### src/hw/csd_pkg.sv
//////////////////////////////////////////////////////////////////////
// Purpose: shared constants for clock select and distribution
// Assumes: 32-bit axi4-lite register bus, byte addresses
// Notes: all offsets and field positions live here
//////////////////////////////////////////////////////////////////////
package csd_pkg;
  // register byte offsets
  localparam logic [7:0] OFS_CLK_CTRL = 8'h00;
  localparam logic [7:0] OFS_PERIPH_SEL = 8'h04;
  localparam logic [7:0] OFS_SYS_CONFIG_TWO = 8'h08;
  localparam logic [7:0] OFS_STATUS = 8'h0c;
  // clock control fields
  localparam int MDIV_LSB = 0;
  localparam int MSRC_LSB = 4;
  localparam int ASRC_BIT = 8;
  localparam int SDIV_LSB = 12;
  localparam int FREF_BIT = 16;
  localparam logic [31:0] CTRL_MASK = 32'h0001_3137;
  localparam logic [31:0] CTRL_RST = 32'h0000_0000;
  // peripheral select: two bits per peripheral at 2*index
  localparam logic [31:0] PSEL_MASK = 32'h0000_3fff;
  localparam logic [31:0] PSEL_RST = 32'h0000_0000;
  // system config two: counter gate bit
  localparam int CTR_GATE_BIT = 0;
  localparam logic [31:0] CFG2_MASK = 32'h0000_0001;
  localparam logic [31:0] CFG2_RST = 32'h0000_0000;
  // status bits
  localparam int STAT_FAULT = 0;
  localparam int STAT_LIVE = 1;
  // peripheral indices
  localparam int P_TIMER_ZERO = 0;
  localparam int P_TIMER_ONE = 1;
  localparam int P_SERIAL_A = 2;
  localparam int P_SERIAL_B = 3;
  localparam int P_WATCHDOG = 4;
  localparam int P_CONVERTER = 5;
  localparam int P_COUNTER = 6;
  localparam int NUM_PERIPH = 7;
  // select codes
  localparam logic [1:0] SEL_PIN = 2'h0;
  localparam logic [1:0] SEL_AUX = 2'h1;
  localparam logic [1:0] SEL_SUB = 2'h2;
  localparam logic [1:0] SEL_ALT = 2'h3;
  localparam logic [1:0] WDT_VLO = 2'h2;
  localparam logic [1:0] ADC_MOD = 2'h0;
  localparam logic [1:0] RTC_SUB = 2'h1;
  localparam logic [1:0] RTC_XTAL = 2'h2;
  // main source codes; the modulation clock has none
  localparam logic [1:0] MSRC_DCO = 2'h0;
  localparam logic [1:0] MSRC_RC = 2'h1;
  localparam logic [1:0] MSRC_XTAL = 2'h2;
  localparam logic [1:0] MSRC_VLO = 2'h3;
  // synchronised input count
  localparam int NUM_SYNC = 10;
  // axi responses
  localparam logic [1:0] RESP_OKAY = 2'h0;
  localparam logic [1:0] RESP_SLVERR = 2'h2;
endpackage : csd_pkg

### src/hw/csd_clock_select.sv
//////////////////////////////////////////////////////////////////////
// Purpose: clock source selection, prescaling and distribution
// Assumes: oscillators and pins are slow against I_CLK, sampled
// Notes: generated clocks are flop levels in the I_CLK domain
//////////////////////////////////////////////////////////////////////
`timescale 1ns/1ps

// glitch-free source switch with power-of-two divider
module csd_divider #(
  parameter int W = 7,
  parameter int DW = 3
) (
  // clock and reset
  input wire logic i_clk,
  input wire logic i_rst,
  // sources and settings
  input wire logic [3:0] i_srcs,
  input wire logic [1:0] i_sel,
  input wire logic [DW-1:0] i_div,
  // divided clock
  output logic o_clk
);
  logic [1:0] sel;
  logic [DW-1:0] div;
  logic [W-1:0] cnt;
  logic src;
  logic src_d;
  logic lvl;
  logic sw;

  // selected source and divided level
  assign src = i_srcs[sel];
  assign lvl = (div == '0) ? src : cnt[div - 1'b1];
  // switch only low
  // settings move only while old output, level and source are all low
  assign sw = ((i_sel != sel) || (i_div != div)) && !lvl && !src && !o_clk;

  // edge history of the source
  always_ff @(posedge i_clk or posedge i_rst)
  begin
    if (i_rst)
      src_d <= 1'b0;
    else
      src_d <= src;
  end

  always_ff @(posedge i_clk or posedge i_rst)
  begin
    if (i_rst)
      cnt <= '0;
    else if (sw)
      cnt <= '0; // fresh period after a switch
    else if (src && !src_d)
      cnt <= cnt + 1'b1;
  end

  // active settings
  always_ff @(posedge i_clk or posedge i_rst)
  begin
    if (i_rst)
    begin
      sel <= '0;
      div <= '0;
    end
    else if (sw)
    begin
      sel <= i_sel;
      div <= i_div;
    end
  end

  // registered output
  always_ff @(posedge i_clk or posedge i_rst)
  begin
    if (i_rst)
      o_clk <= 1'b0;
    else
      o_clk <= lvl;
  end
endmodule : csd_divider

//////////////////////////////////////////////////////////////////////
module csd_clock_select (
  // clock and reset
  input wire logic I_CLK,
  input wire logic I_SYS_RST,
  // axi4-lite write address
  input wire logic I_AWVALID,
  output logic O_AWREADY,
  input wire logic [7:0] I_AWADDR,
  // axi4-lite write data
  input wire logic I_WVALID,
  output logic O_WREADY,
  input wire logic [31:0] I_WDATA,
  input wire logic [3:0] I_WSTRB,
  // axi4-lite write response
  output logic O_BVALID,
  input wire logic I_BREADY,
  output logic [1:0] O_BRESP,
  // axi4-lite read
  input wire logic I_ARVALID,
  output logic O_ARREADY,
  input wire logic [7:0] I_ARADDR,
  output logic O_RVALID,
  input wire logic I_RREADY,
  output logic [31:0] O_RDATA,
  output logic [1:0] O_RRESP,
  // oscillator sources
  input wire logic I_DIGITALLY_CONTROLLED_OSC,
  input wire logic I_INTERNAL_RC_OSC,
  input wire logic I_CRYSTAL_CLOCK,
  input wire logic I_CRYSTAL_FAULT,
  input wire logic I_VERY_LOW_FREQ_CLOCK,
  input wire logic I_MODULATION_CLOCK,
  // external clock pins
  input wire logic I_TIMER_ZERO_EXT_CLOCK_PIN,
  input wire logic I_TIMER_ONE_EXT_CLOCK_PIN,
  input wire logic I_SERIAL_A_EXT_CLOCK_PIN,
  input wire logic I_SERIAL_B_EXT_CLOCK_PIN,
  // system clocks
  output logic O_MAIN_CLK,
  output logic O_SUB_MAIN_CLK,
  output logic O_AUX_CLK,
  output logic O_FLL_REF_CLK,
  // peripheral clocks
  output logic O_TIMER_ZERO_CLK,
  output logic O_TIMER_ONE_CLK,
  output logic O_SERIAL_A_CLK,
  output logic O_SERIAL_B_CLK,
  output logic O_WATCHDOG_CLK,
  output logic O_CONVERTER_CLK,
  output logic O_COUNTER_CLK
);
  logic [csd_pkg::NUM_SYNC-1:0] raw;
  logic [csd_pkg::NUM_SYNC-1:0] sync_a;
  logic [csd_pkg::NUM_SYNC-1:0] sync_b;
  logic [csd_pkg::NUM_SYNC-1:0] sync_c;
  logic [csd_pkg::NUM_SYNC-1:0] pin_q;
  logic dco_q, rc_q, xt_q, fault_q, vlo_q, mod_q;
  logic [3:0] ext_q;
  logic xt_eff;
  logic aux_any;
  logic [31:0] ctrl, psel, cfg2;
  logic fault_sticky;
  logic [7:0] aw_addr;
  logic [31:0] w_data;
  logic [3:0] w_strb;
  logic wr_go;
  logic wr_hit;
  logic [31:0] rd_val;
  logic rd_hit;
  logic gate_act;
  logic [3:0] cand [csd_pkg::NUM_PERIPH];
  logic [1:0] sel_act [csd_pkg::NUM_PERIPH];
  logic [csd_pkg::NUM_PERIPH-1:0] pclk;
  logic [csd_pkg::NUM_PERIPH-1:0] swp;

  ////////////////////////////////////////////////////////////////////
  // input synchronisers: change counts once stages two and three agree
  assign raw = {I_SERIAL_B_EXT_CLOCK_PIN, I_SERIAL_A_EXT_CLOCK_PIN,
                I_TIMER_ONE_EXT_CLOCK_PIN, I_TIMER_ZERO_EXT_CLOCK_PIN,
                I_MODULATION_CLOCK, I_VERY_LOW_FREQ_CLOCK, I_CRYSTAL_FAULT,
                I_CRYSTAL_CLOCK, I_INTERNAL_RC_OSC, I_DIGITALLY_CONTROLLED_OSC};
  always_ff @(posedge I_CLK or posedge I_SYS_RST)
  begin
    if (I_SYS_RST)
    begin
      sync_a <= '0;
      sync_b <= '0;
      sync_c <= '0;
      pin_q <= '0;
    end
    else
    begin
      sync_a <= raw;
      sync_b <= sync_a;
      sync_c <= sync_b;
      pin_q <= (sync_b & sync_c) | (pin_q & (sync_b ^ sync_c));
    end
  end
  assign {ext_q, mod_q, vlo_q, fault_q, xt_q, rc_q, dco_q} = pin_q;

  // crystal fail-safe
  // consumers of the crystal fall back to the rc oscillator on fault
  assign xt_eff = fault_q ? rc_q : xt_q;
  assign aux_any = rc_q | xt_eff;

  ////////////////////////////////////////////////////////////////////
  // axi write channels: address and data taken in either order
  assign wr_go = !O_AWREADY && !O_WREADY && !O_BVALID;
  assign wr_hit = ({aw_addr[7:2], 2'b00} == csd_pkg::OFS_CLK_CTRL) ||
                  ({aw_addr[7:2], 2'b00} == csd_pkg::OFS_PERIPH_SEL) ||
                  ({aw_addr[7:2], 2'b00} == csd_pkg::OFS_SYS_CONFIG_TWO) ||
                  ({aw_addr[7:2], 2'b00} == csd_pkg::OFS_STATUS);
  always_ff @(posedge I_CLK or posedge I_SYS_RST)
  begin
    if (I_SYS_RST)
    begin
      O_AWREADY <= 1'b1;
      O_WREADY <= 1'b1;
      O_BVALID <= 1'b0;
      O_BRESP <= csd_pkg::RESP_OKAY;
      aw_addr <= '0;
      w_data <= '0;
      w_strb <= '0;
    end
    else
    begin
      if (I_AWVALID && O_AWREADY)
      begin
        aw_addr <= I_AWADDR;
        O_AWREADY <= 1'b0;
      end
      if (I_WVALID && O_WREADY)
      begin
        w_data <= I_WDATA;
        w_strb <= I_WSTRB;
        O_WREADY <= 1'b0;
      end
      if (wr_go)
      begin
        O_BVALID <= 1'b1;
        O_BRESP <= wr_hit ? csd_pkg::RESP_OKAY : csd_pkg::RESP_SLVERR;
      end
      if (O_BVALID && I_BREADY)
      begin
        O_BVALID <= 1'b0;
        O_AWREADY <= 1'b1;
        O_WREADY <= 1'b1;
      end
    end
  end

  // byte-lane merge of a write
  function automatic logic [31:0] merge(input logic [31:0] old, input logic [31:0] dat,
                                        input logic [3:0] strb, input logic [31:0] mask);
    logic [31:0] res;
    res = old;
    for (int b = 0; b < 4; b++)
      if (strb[b])
        res[8*b +: 8] = dat[8*b +: 8];
    return res & mask;
  endfunction : merge

  // control registers written by software
  always_ff @(posedge I_CLK or posedge I_SYS_RST)
  begin
    if (I_SYS_RST)
    begin
      ctrl <= csd_pkg::CTRL_RST;
      psel <= csd_pkg::PSEL_RST;
      cfg2 <= csd_pkg::CFG2_RST;
    end
    else if (wr_go)
    begin
      if ({aw_addr[7:2], 2'b00} == csd_pkg::OFS_CLK_CTRL)
        ctrl <= merge(ctrl, w_data, w_strb, csd_pkg::CTRL_MASK);
      if ({aw_addr[7:2], 2'b00} == csd_pkg::OFS_PERIPH_SEL)
        psel <= merge(psel, w_data, w_strb, csd_pkg::PSEL_MASK);
      if ({aw_addr[7:2], 2'b00} == csd_pkg::OFS_SYS_CONFIG_TWO)
        cfg2 <= merge(cfg2, w_data, w_strb, csd_pkg::CFG2_MASK);
    end
  end

  // sticky fault flag
  // a fault in the clearing cycle wins, so no event is lost
  always_ff @(posedge I_CLK or posedge I_SYS_RST)
  begin
    if (I_SYS_RST)
      fault_sticky <= 1'b0;
    else if (fault_q)
      fault_sticky <= 1'b1;
    else if (wr_go && ({aw_addr[7:2], 2'b00} == csd_pkg::OFS_STATUS) && w_strb[0] &&
             w_data[csd_pkg::STAT_FAULT])
      fault_sticky <= 1'b0;
  end

  ////////////////////////////////////////////////////////////////////
  // axi read channel: one cycle from address to data
  always_comb
  begin
    rd_hit = 1'b1;
    rd_val = '0;
    case ({I_ARADDR[7:2], 2'b00})
      csd_pkg::OFS_CLK_CTRL: rd_val = ctrl;
      csd_pkg::OFS_PERIPH_SEL: rd_val = psel;
      csd_pkg::OFS_SYS_CONFIG_TWO: rd_val = cfg2;
      csd_pkg::OFS_STATUS:
      begin
        rd_val[csd_pkg::STAT_FAULT] = fault_sticky;
        rd_val[csd_pkg::STAT_LIVE] = fault_q;
      end
      default: rd_hit = 1'b0;
    endcase
  end

  always_ff @(posedge I_CLK or posedge I_SYS_RST)
  begin
    if (I_SYS_RST)
    begin
      O_ARREADY <= 1'b1;
      O_RVALID <= 1'b0;
      O_RDATA <= '0;
      O_RRESP <= csd_pkg::RESP_OKAY;
    end
    else if (I_ARVALID && O_ARREADY)
    begin
      O_ARREADY <= 1'b0;
      O_RVALID <= 1'b1;
      O_RDATA <= rd_val;
      O_RRESP <= rd_hit ? csd_pkg::RESP_OKAY : csd_pkg::RESP_SLVERR;
    end
    else if (O_RVALID && I_RREADY)
    begin
      O_RVALID <= 1'b0;
      O_ARREADY <= 1'b1;
    end
  end

  ////////////////////////////////////////////////////////////////////
  // main source set
  // single main clock
  // the modulation clock has no code here, so it can never reach main
  csd_divider #(.W(7), .DW(3)) u_main (
    .i_clk(I_CLK),
    .i_rst(I_SYS_RST),
    .i_srcs({vlo_q, xt_eff, rc_q, dco_q}),
    .i_sel(ctrl[csd_pkg::MSRC_LSB +: 2]),
    .i_div(ctrl[csd_pkg::MDIV_LSB +: 3]),
    .o_clk(O_MAIN_CLK)
  );

  csd_divider #(.W(3), .DW(2)) u_sub (
    .i_clk(I_CLK),
    .i_rst(I_SYS_RST),
    .i_srcs({4{O_MAIN_CLK}}),
    .i_sel(2'b00),
    .i_div(ctrl[csd_pkg::SDIV_LSB +: 2]),
    .o_clk(O_SUB_MAIN_CLK)
  );

  csd_divider #(.W(1), .DW(1)) u_aux (
    .i_clk(I_CLK),
    .i_rst(I_SYS_RST),
    .i_srcs({2'b00, rc_q, xt_eff}),
    .i_sel({1'b0, ctrl[csd_pkg::ASRC_BIT]}),
    .i_div(1'b0),
    .o_clk(O_AUX_CLK)
  );

  csd_divider #(.W(1), .DW(1)) u_fref (
    .i_clk(I_CLK),
    .i_rst(I_SYS_RST),
    .i_srcs({2'b00, xt_eff, rc_q}),
    .i_sel({1'b0, ctrl[csd_pkg::FREF_BIT]}),
    .i_div(1'b0),
    .o_clk(O_FLL_REF_CLK)
  );

  ////////////////////////////////////////////////////////////////////
  // counter gate
  // gate follows its bit only while sub-main is low, so no runt pulse
  always_ff @(posedge I_CLK or posedge I_SYS_RST)
  begin
    if (I_SYS_RST)
      gate_act <= 1'b0;
    else if (!O_SUB_MAIN_CLK)
      gate_act <= cfg2[csd_pkg::CTR_GATE_BIT];
  end

  // candidate table, index is the select code
  always_comb
  begin
    cand[csd_pkg::P_TIMER_ZERO] = {vlo_q, O_SUB_MAIN_CLK, O_AUX_CLK, ext_q[0]};
    cand[csd_pkg::P_TIMER_ONE] = {1'b0, O_SUB_MAIN_CLK, O_AUX_CLK, ext_q[1]};
    cand[csd_pkg::P_SERIAL_A] = {O_SUB_MAIN_CLK, O_SUB_MAIN_CLK, O_AUX_CLK, ext_q[2]};
    cand[csd_pkg::P_SERIAL_B] = {O_SUB_MAIN_CLK, O_SUB_MAIN_CLK, O_AUX_CLK, ext_q[3]};
    cand[csd_pkg::P_WATCHDOG] = {1'b0, vlo_q, O_AUX_CLK, O_SUB_MAIN_CLK};
    cand[csd_pkg::P_CONVERTER] = {O_SUB_MAIN_CLK, O_SUB_MAIN_CLK, O_AUX_CLK, mod_q};
    cand[csd_pkg::P_COUNTER] = {vlo_q, xt_eff, O_SUB_MAIN_CLK & gate_act, 1'b0};
  end

  // peripheral switch
  // a new code is taken only while old output, old source and new source are low;
  // checking the old source too stops a one-cycle runt at the switch edge
  for (genvar p = 0; p < csd_pkg::NUM_PERIPH; p++)
  begin : g_periph
    assign swp[p] = (psel[2*p +: 2] != sel_act[p]) && !pclk[p] && !cand[p][sel_act[p]] &&
                    !cand[p][psel[2*p +: 2]];
    always_ff @(posedge I_CLK or posedge I_SYS_RST)
    begin
      if (I_SYS_RST)
      begin
        sel_act[p] <= 2'b00;
        pclk[p] <= 1'b0;
      end
      else
      begin
        if (swp[p])
          sel_act[p] <= psel[2*p +: 2];
        pclk[p] <= cand[p][sel_act[p]];
      end
    end
  end

  // peripheral clock outputs, each a flop bit
  assign {O_COUNTER_CLK, O_CONVERTER_CLK, O_WATCHDOG_CLK, O_SERIAL_B_CLK,
          O_SERIAL_A_CLK, O_TIMER_ONE_CLK, O_TIMER_ZERO_CLK} = pclk;
endmodule : csd_clock_select

### config.mk
export PLATFORM = sky130hd
export DESIGN_NAME = csd_clock_select
export DESIGN_NICKNAME = d
export VERILOG_FILES = /design/src/hw/csd_pkg.sv /design/src/hw/csd_clock_select.sv
export SDC_FILE = /design/constraint.sdc
export NUM_CORES = 1
export LEC_CHECK = 0
export ABC_AREA = 1
export BUFFER_PORTS_ARGS = -buffer_cell sky130_fd_sc_hd__buf_2
export CORE_ASPECT_RATIO = 0.5
export CORE_UTILIZATION = 50
export DETAILED_ROUTE_END_ITERATION = 7
export GPL_ROUTABILITY_DRIVEN = 0
export MAX_ROUTING_LAYER = met4
export PLACE_DENSITY = 0.74
export SYNTH_ARGS = -nofsm -noshare
export SYNTH_HDL_FRONTEND = slang
export SYNTH_HIERARCHICAL = 1
export SYNTH_SLANG_ARGS = --single-unit
### constraint.sdc
create_clock -name I_CLK -period 4 [get_ports I_CLK]
set_input_delay 0.2 -clock I_CLK [delete_from_list [all_inputs] [get_ports I_CLK]]
set_output_delay 0.2 -clock I_CLK [all_outputs]
set_load 0.02 [all_outputs]
==> metrics.txt <==
die width 181 um; setup bufs post-CTS 0; count leader, synth nand2_1; status finished, final reports clean; Final Hold Viols 0; worst-margin pin slew 0.991 ns; final instance area roughly 9400 um^2; simple-gate share of the synthesized area 0.255; net switching power 0.00272 W; EDFF count, synth 0; global-route wire length before repair 28700 um; FF/Latch Area approximately 4200 um^2; vias in the first global route 6107; HP Class in2reg; Seq pwr share 0.407; critical path peak fanout 14; total gr overflow 0; largest family of logic cells by synthesized area simple AND/OR/NAND/NOR gates; synth warn 6; Hold WS 0.00466 ns; # fillers 1285; CTS buffer count 17; NumNets Final 1144; crit path capture type flop; final WL 16800 um; xor and xnor area share after synthesis 0.0218; Layout Skew roughly 0.015 ns; Synth Area in Adders 0.0234; # setup viols final 0; leading register cell type out of synthesis dfrtp_1; switching share of total power 0.409; setup_tns 0 ns; initial antenna violation count 0; DIE HEIGHT 91.6 um; DR vias ~6400; Tcrit/Tclk final 0.482; headroom to the max-slew limit 0.339; # IOs between 100 and 150; top area cells in the synthesized netlist dfrtp_1 51%, nand2_1 12%, inv_1 5.6%; startpoint types flop; Arr. time, crit path 2.25 ns; CTS sink cnt 168; mapped cell area 8030 um^2; DR iter-0 viols 390; largest net degree at the start of global routing 110; DIE AREA 16600 um^2; highest clock rate 519 MHz; share of cells above drive strength 1 0.167; Syn Inst Count just over 900; Gate power share 0.346; drc violations 0; PD cells 707 nW/um^2; area of the core 15500 um^2; Async S/R FF share, synth 1.00; top-area cell type share of the netlist area 0.514; number of max-cap violations 0; placed insts 1225; total track usage 0.224; P&R area growth vs syn 17.4%; worst skew pair latency 0.43 ns; number of distinct library cells after synthesis 38; RSZ-0062 raised after global routing no; clock tree root buffer cell clkbuf_16; number of synthesized register bits about 170; Mapped Avg Cell Area 8.60 um^2; HPWL after DPL 11900 um; Clock Power Share 0.248; antenna cells 0; Initial Util 0.517; Leak 4.99 nW; CTS Buffer Depth 2; Synth area leader dfrtp_1; dpl cell area ~8600 um^2; row count 32; register area share after synthesis 0.524; via/cell ratio 5.01; Worst-path clk slew 0.07 ns; Post-DRT Antenna Nets 0; drt pass-1 iters 6; area of the multi-input gates 3260 um^2; Setup CP Type reg2reg; htree depth 4; Tmin final 1.93 ns; top post-synthesis cells by count 266 x nand2_1, 165 x dfrtp_1, 119 x inv_1, 73 x nor2_1, 72 x nand3_1; final non-filler cell total 1277; Pins Over Slew Limit 0; PortBufs 79; mux contribution to synthesized area 0.0112; Max VDD drop a little under 0.3 mV; Critical Path RT 4.33 ns; CTS tree yes; post-synthesis compound-gate area fraction 0.0762; drt wl/cell 13.2 um; Pint just under 0.004 W
-- layout make-up --
type / instances / share of cell area
Sequential cell: 168 / 0.447
Multi-Input combinational cell: 644 / 0.346
Timing Repair Buffer: 101 / 0.0648
Inverter: 128 / 0.0515
Clock buffer: 18 / 0.0466
Tap cell: 204 / 0.0271
Clock inverter: 14 / 0.0170
-- state kept, by name (all words and copies together) (netlist names), 2 cells and up --
register / flops
u_sub/div: 2
u_fref/sel: 2
u_sub/sel: 2
sel_act: 14
sync_a: 10
ctrl: 9
sync_c: 10
aw_addr: 6
w_data: 15
u_main/cnt: 7
u_sub/cnt: 3
u_aux/sel: 2
O_RDATA: 15
pin_q: 10
w_strb: 3
psel: 14
u_main/sel: 2
u_main/div: 3
sync_b: 10
-- cells by family (layout without fill, tap and decap cells) --
kind of cell | after synthesis | after routing
AOI/OAI and AO/OA | 102 | 102
and+or+nand+nor | 458 | 458
adders and majority gates | 15 | 15
other | 1 | 41
muxes | 8 | 8
xor gates and xnor gates | 20 | 20
DFF | 168 | 168
buffers and inverters | 161 | 261
-- power groups by stage --
stage / clock [W] / combinational (W) / sequential, W
detailed placement: 0 / 0.00227 / 0.00273
global route: 0.00175 / 0.00262 / 0.00279
global placement: 0 / 0.00217 / 0.00271
finish: 0.00165 / 0.00230 / 0.00271
floorplan: 0 / 0.00171 / 0.00271
CTS: 0.00168 / 0.00230 / 0.00270
-- critical path, stage by stage, from the launching register on --
cell and delay, ns:
dfrtp_1 0.49, inv_2 0.10, ha_1 0.34, inv_1 0.07, nand3_1 0.08, nand3b_1 0.08
nand3_1 0.09, nand2_2 0.07, nand2_2 0.24, inv_2 0.12, nand2_1 0.07, nand2_1 0.05
-- placed cells by master, fill, tap and decap left out, types with 3 or more instances in the layout --
cell type,n
nand3_2,7
a31oi_1,6
o21ai_0,33
inv_1,118
nor2_4,4
xor2_1,12
nor2_1,73
inv_6,3
o21ai_2,9
clkinvlp_4,3
nand4_1,7
ha_1,15
inv_2,9
mux2_2,8
dlygate4sd3_1,20
nand2_2,6
nand3b_1,4
xnor2_1,8
conb_1,41
o31ai_1,7
a21o_1,10
a21oi_1,24
dfrtp_1,165
o21bai_1,3
nand2_4,7
nand2_1,266
nand3_1,72
o21ai_1,7
clkbuf_16,17
nor2_2,5
dfstp_2,3
inv_8,5
buf_2,79
-- layer usage --
layer	routed length (um)	up-vias	track usage
met1	7640	3081	0.288
met3	728	24	0.0405
met4	209	0	0.0713
li1	-	3132	-
met2	8240	164	0.360
met5	0	-	-
-- worst paths after layout --
check,startpoint,to,slack (ns),depth (start not counted)
worst max register to register,u_main/div[0],u_main/div[0],2.07,11
worst min register to register,sync_a[1],sync_b[1],0.34,0
max in group asynchronous,I_SYS_RST,O_AWREADY,2.39,4
worst max-delay path,u_main/div[0],u_main/div[0],2.07,11
worst min-delay path,I_AWADDR[5],aw_addr[5],0.005,2
min in group asynchronous,I_SYS_RST,u_aux/sel[0],0.33,3
-- through the flow --
stage          setup WS [ns]  total power (W)  utilization
2_1_floorplan          0.251          0.00441            -
4_1_cts                 2.09          0.00668        0.606
3_5_place_dp            2.11          0.00500        0.555
5_1_grt                 1.90          0.00716        0.607
3_3_place_gp            2.17          0.00488        0.555
6_report                2.07          0.00667        0.607
-- timing repair --
action	4_1_cts	5_1_grt
resized for setup	0	0
hold endpoints to repair	53	1
hold buffers	19	1
Note: power is estimated with default switching activity, not from simulation.
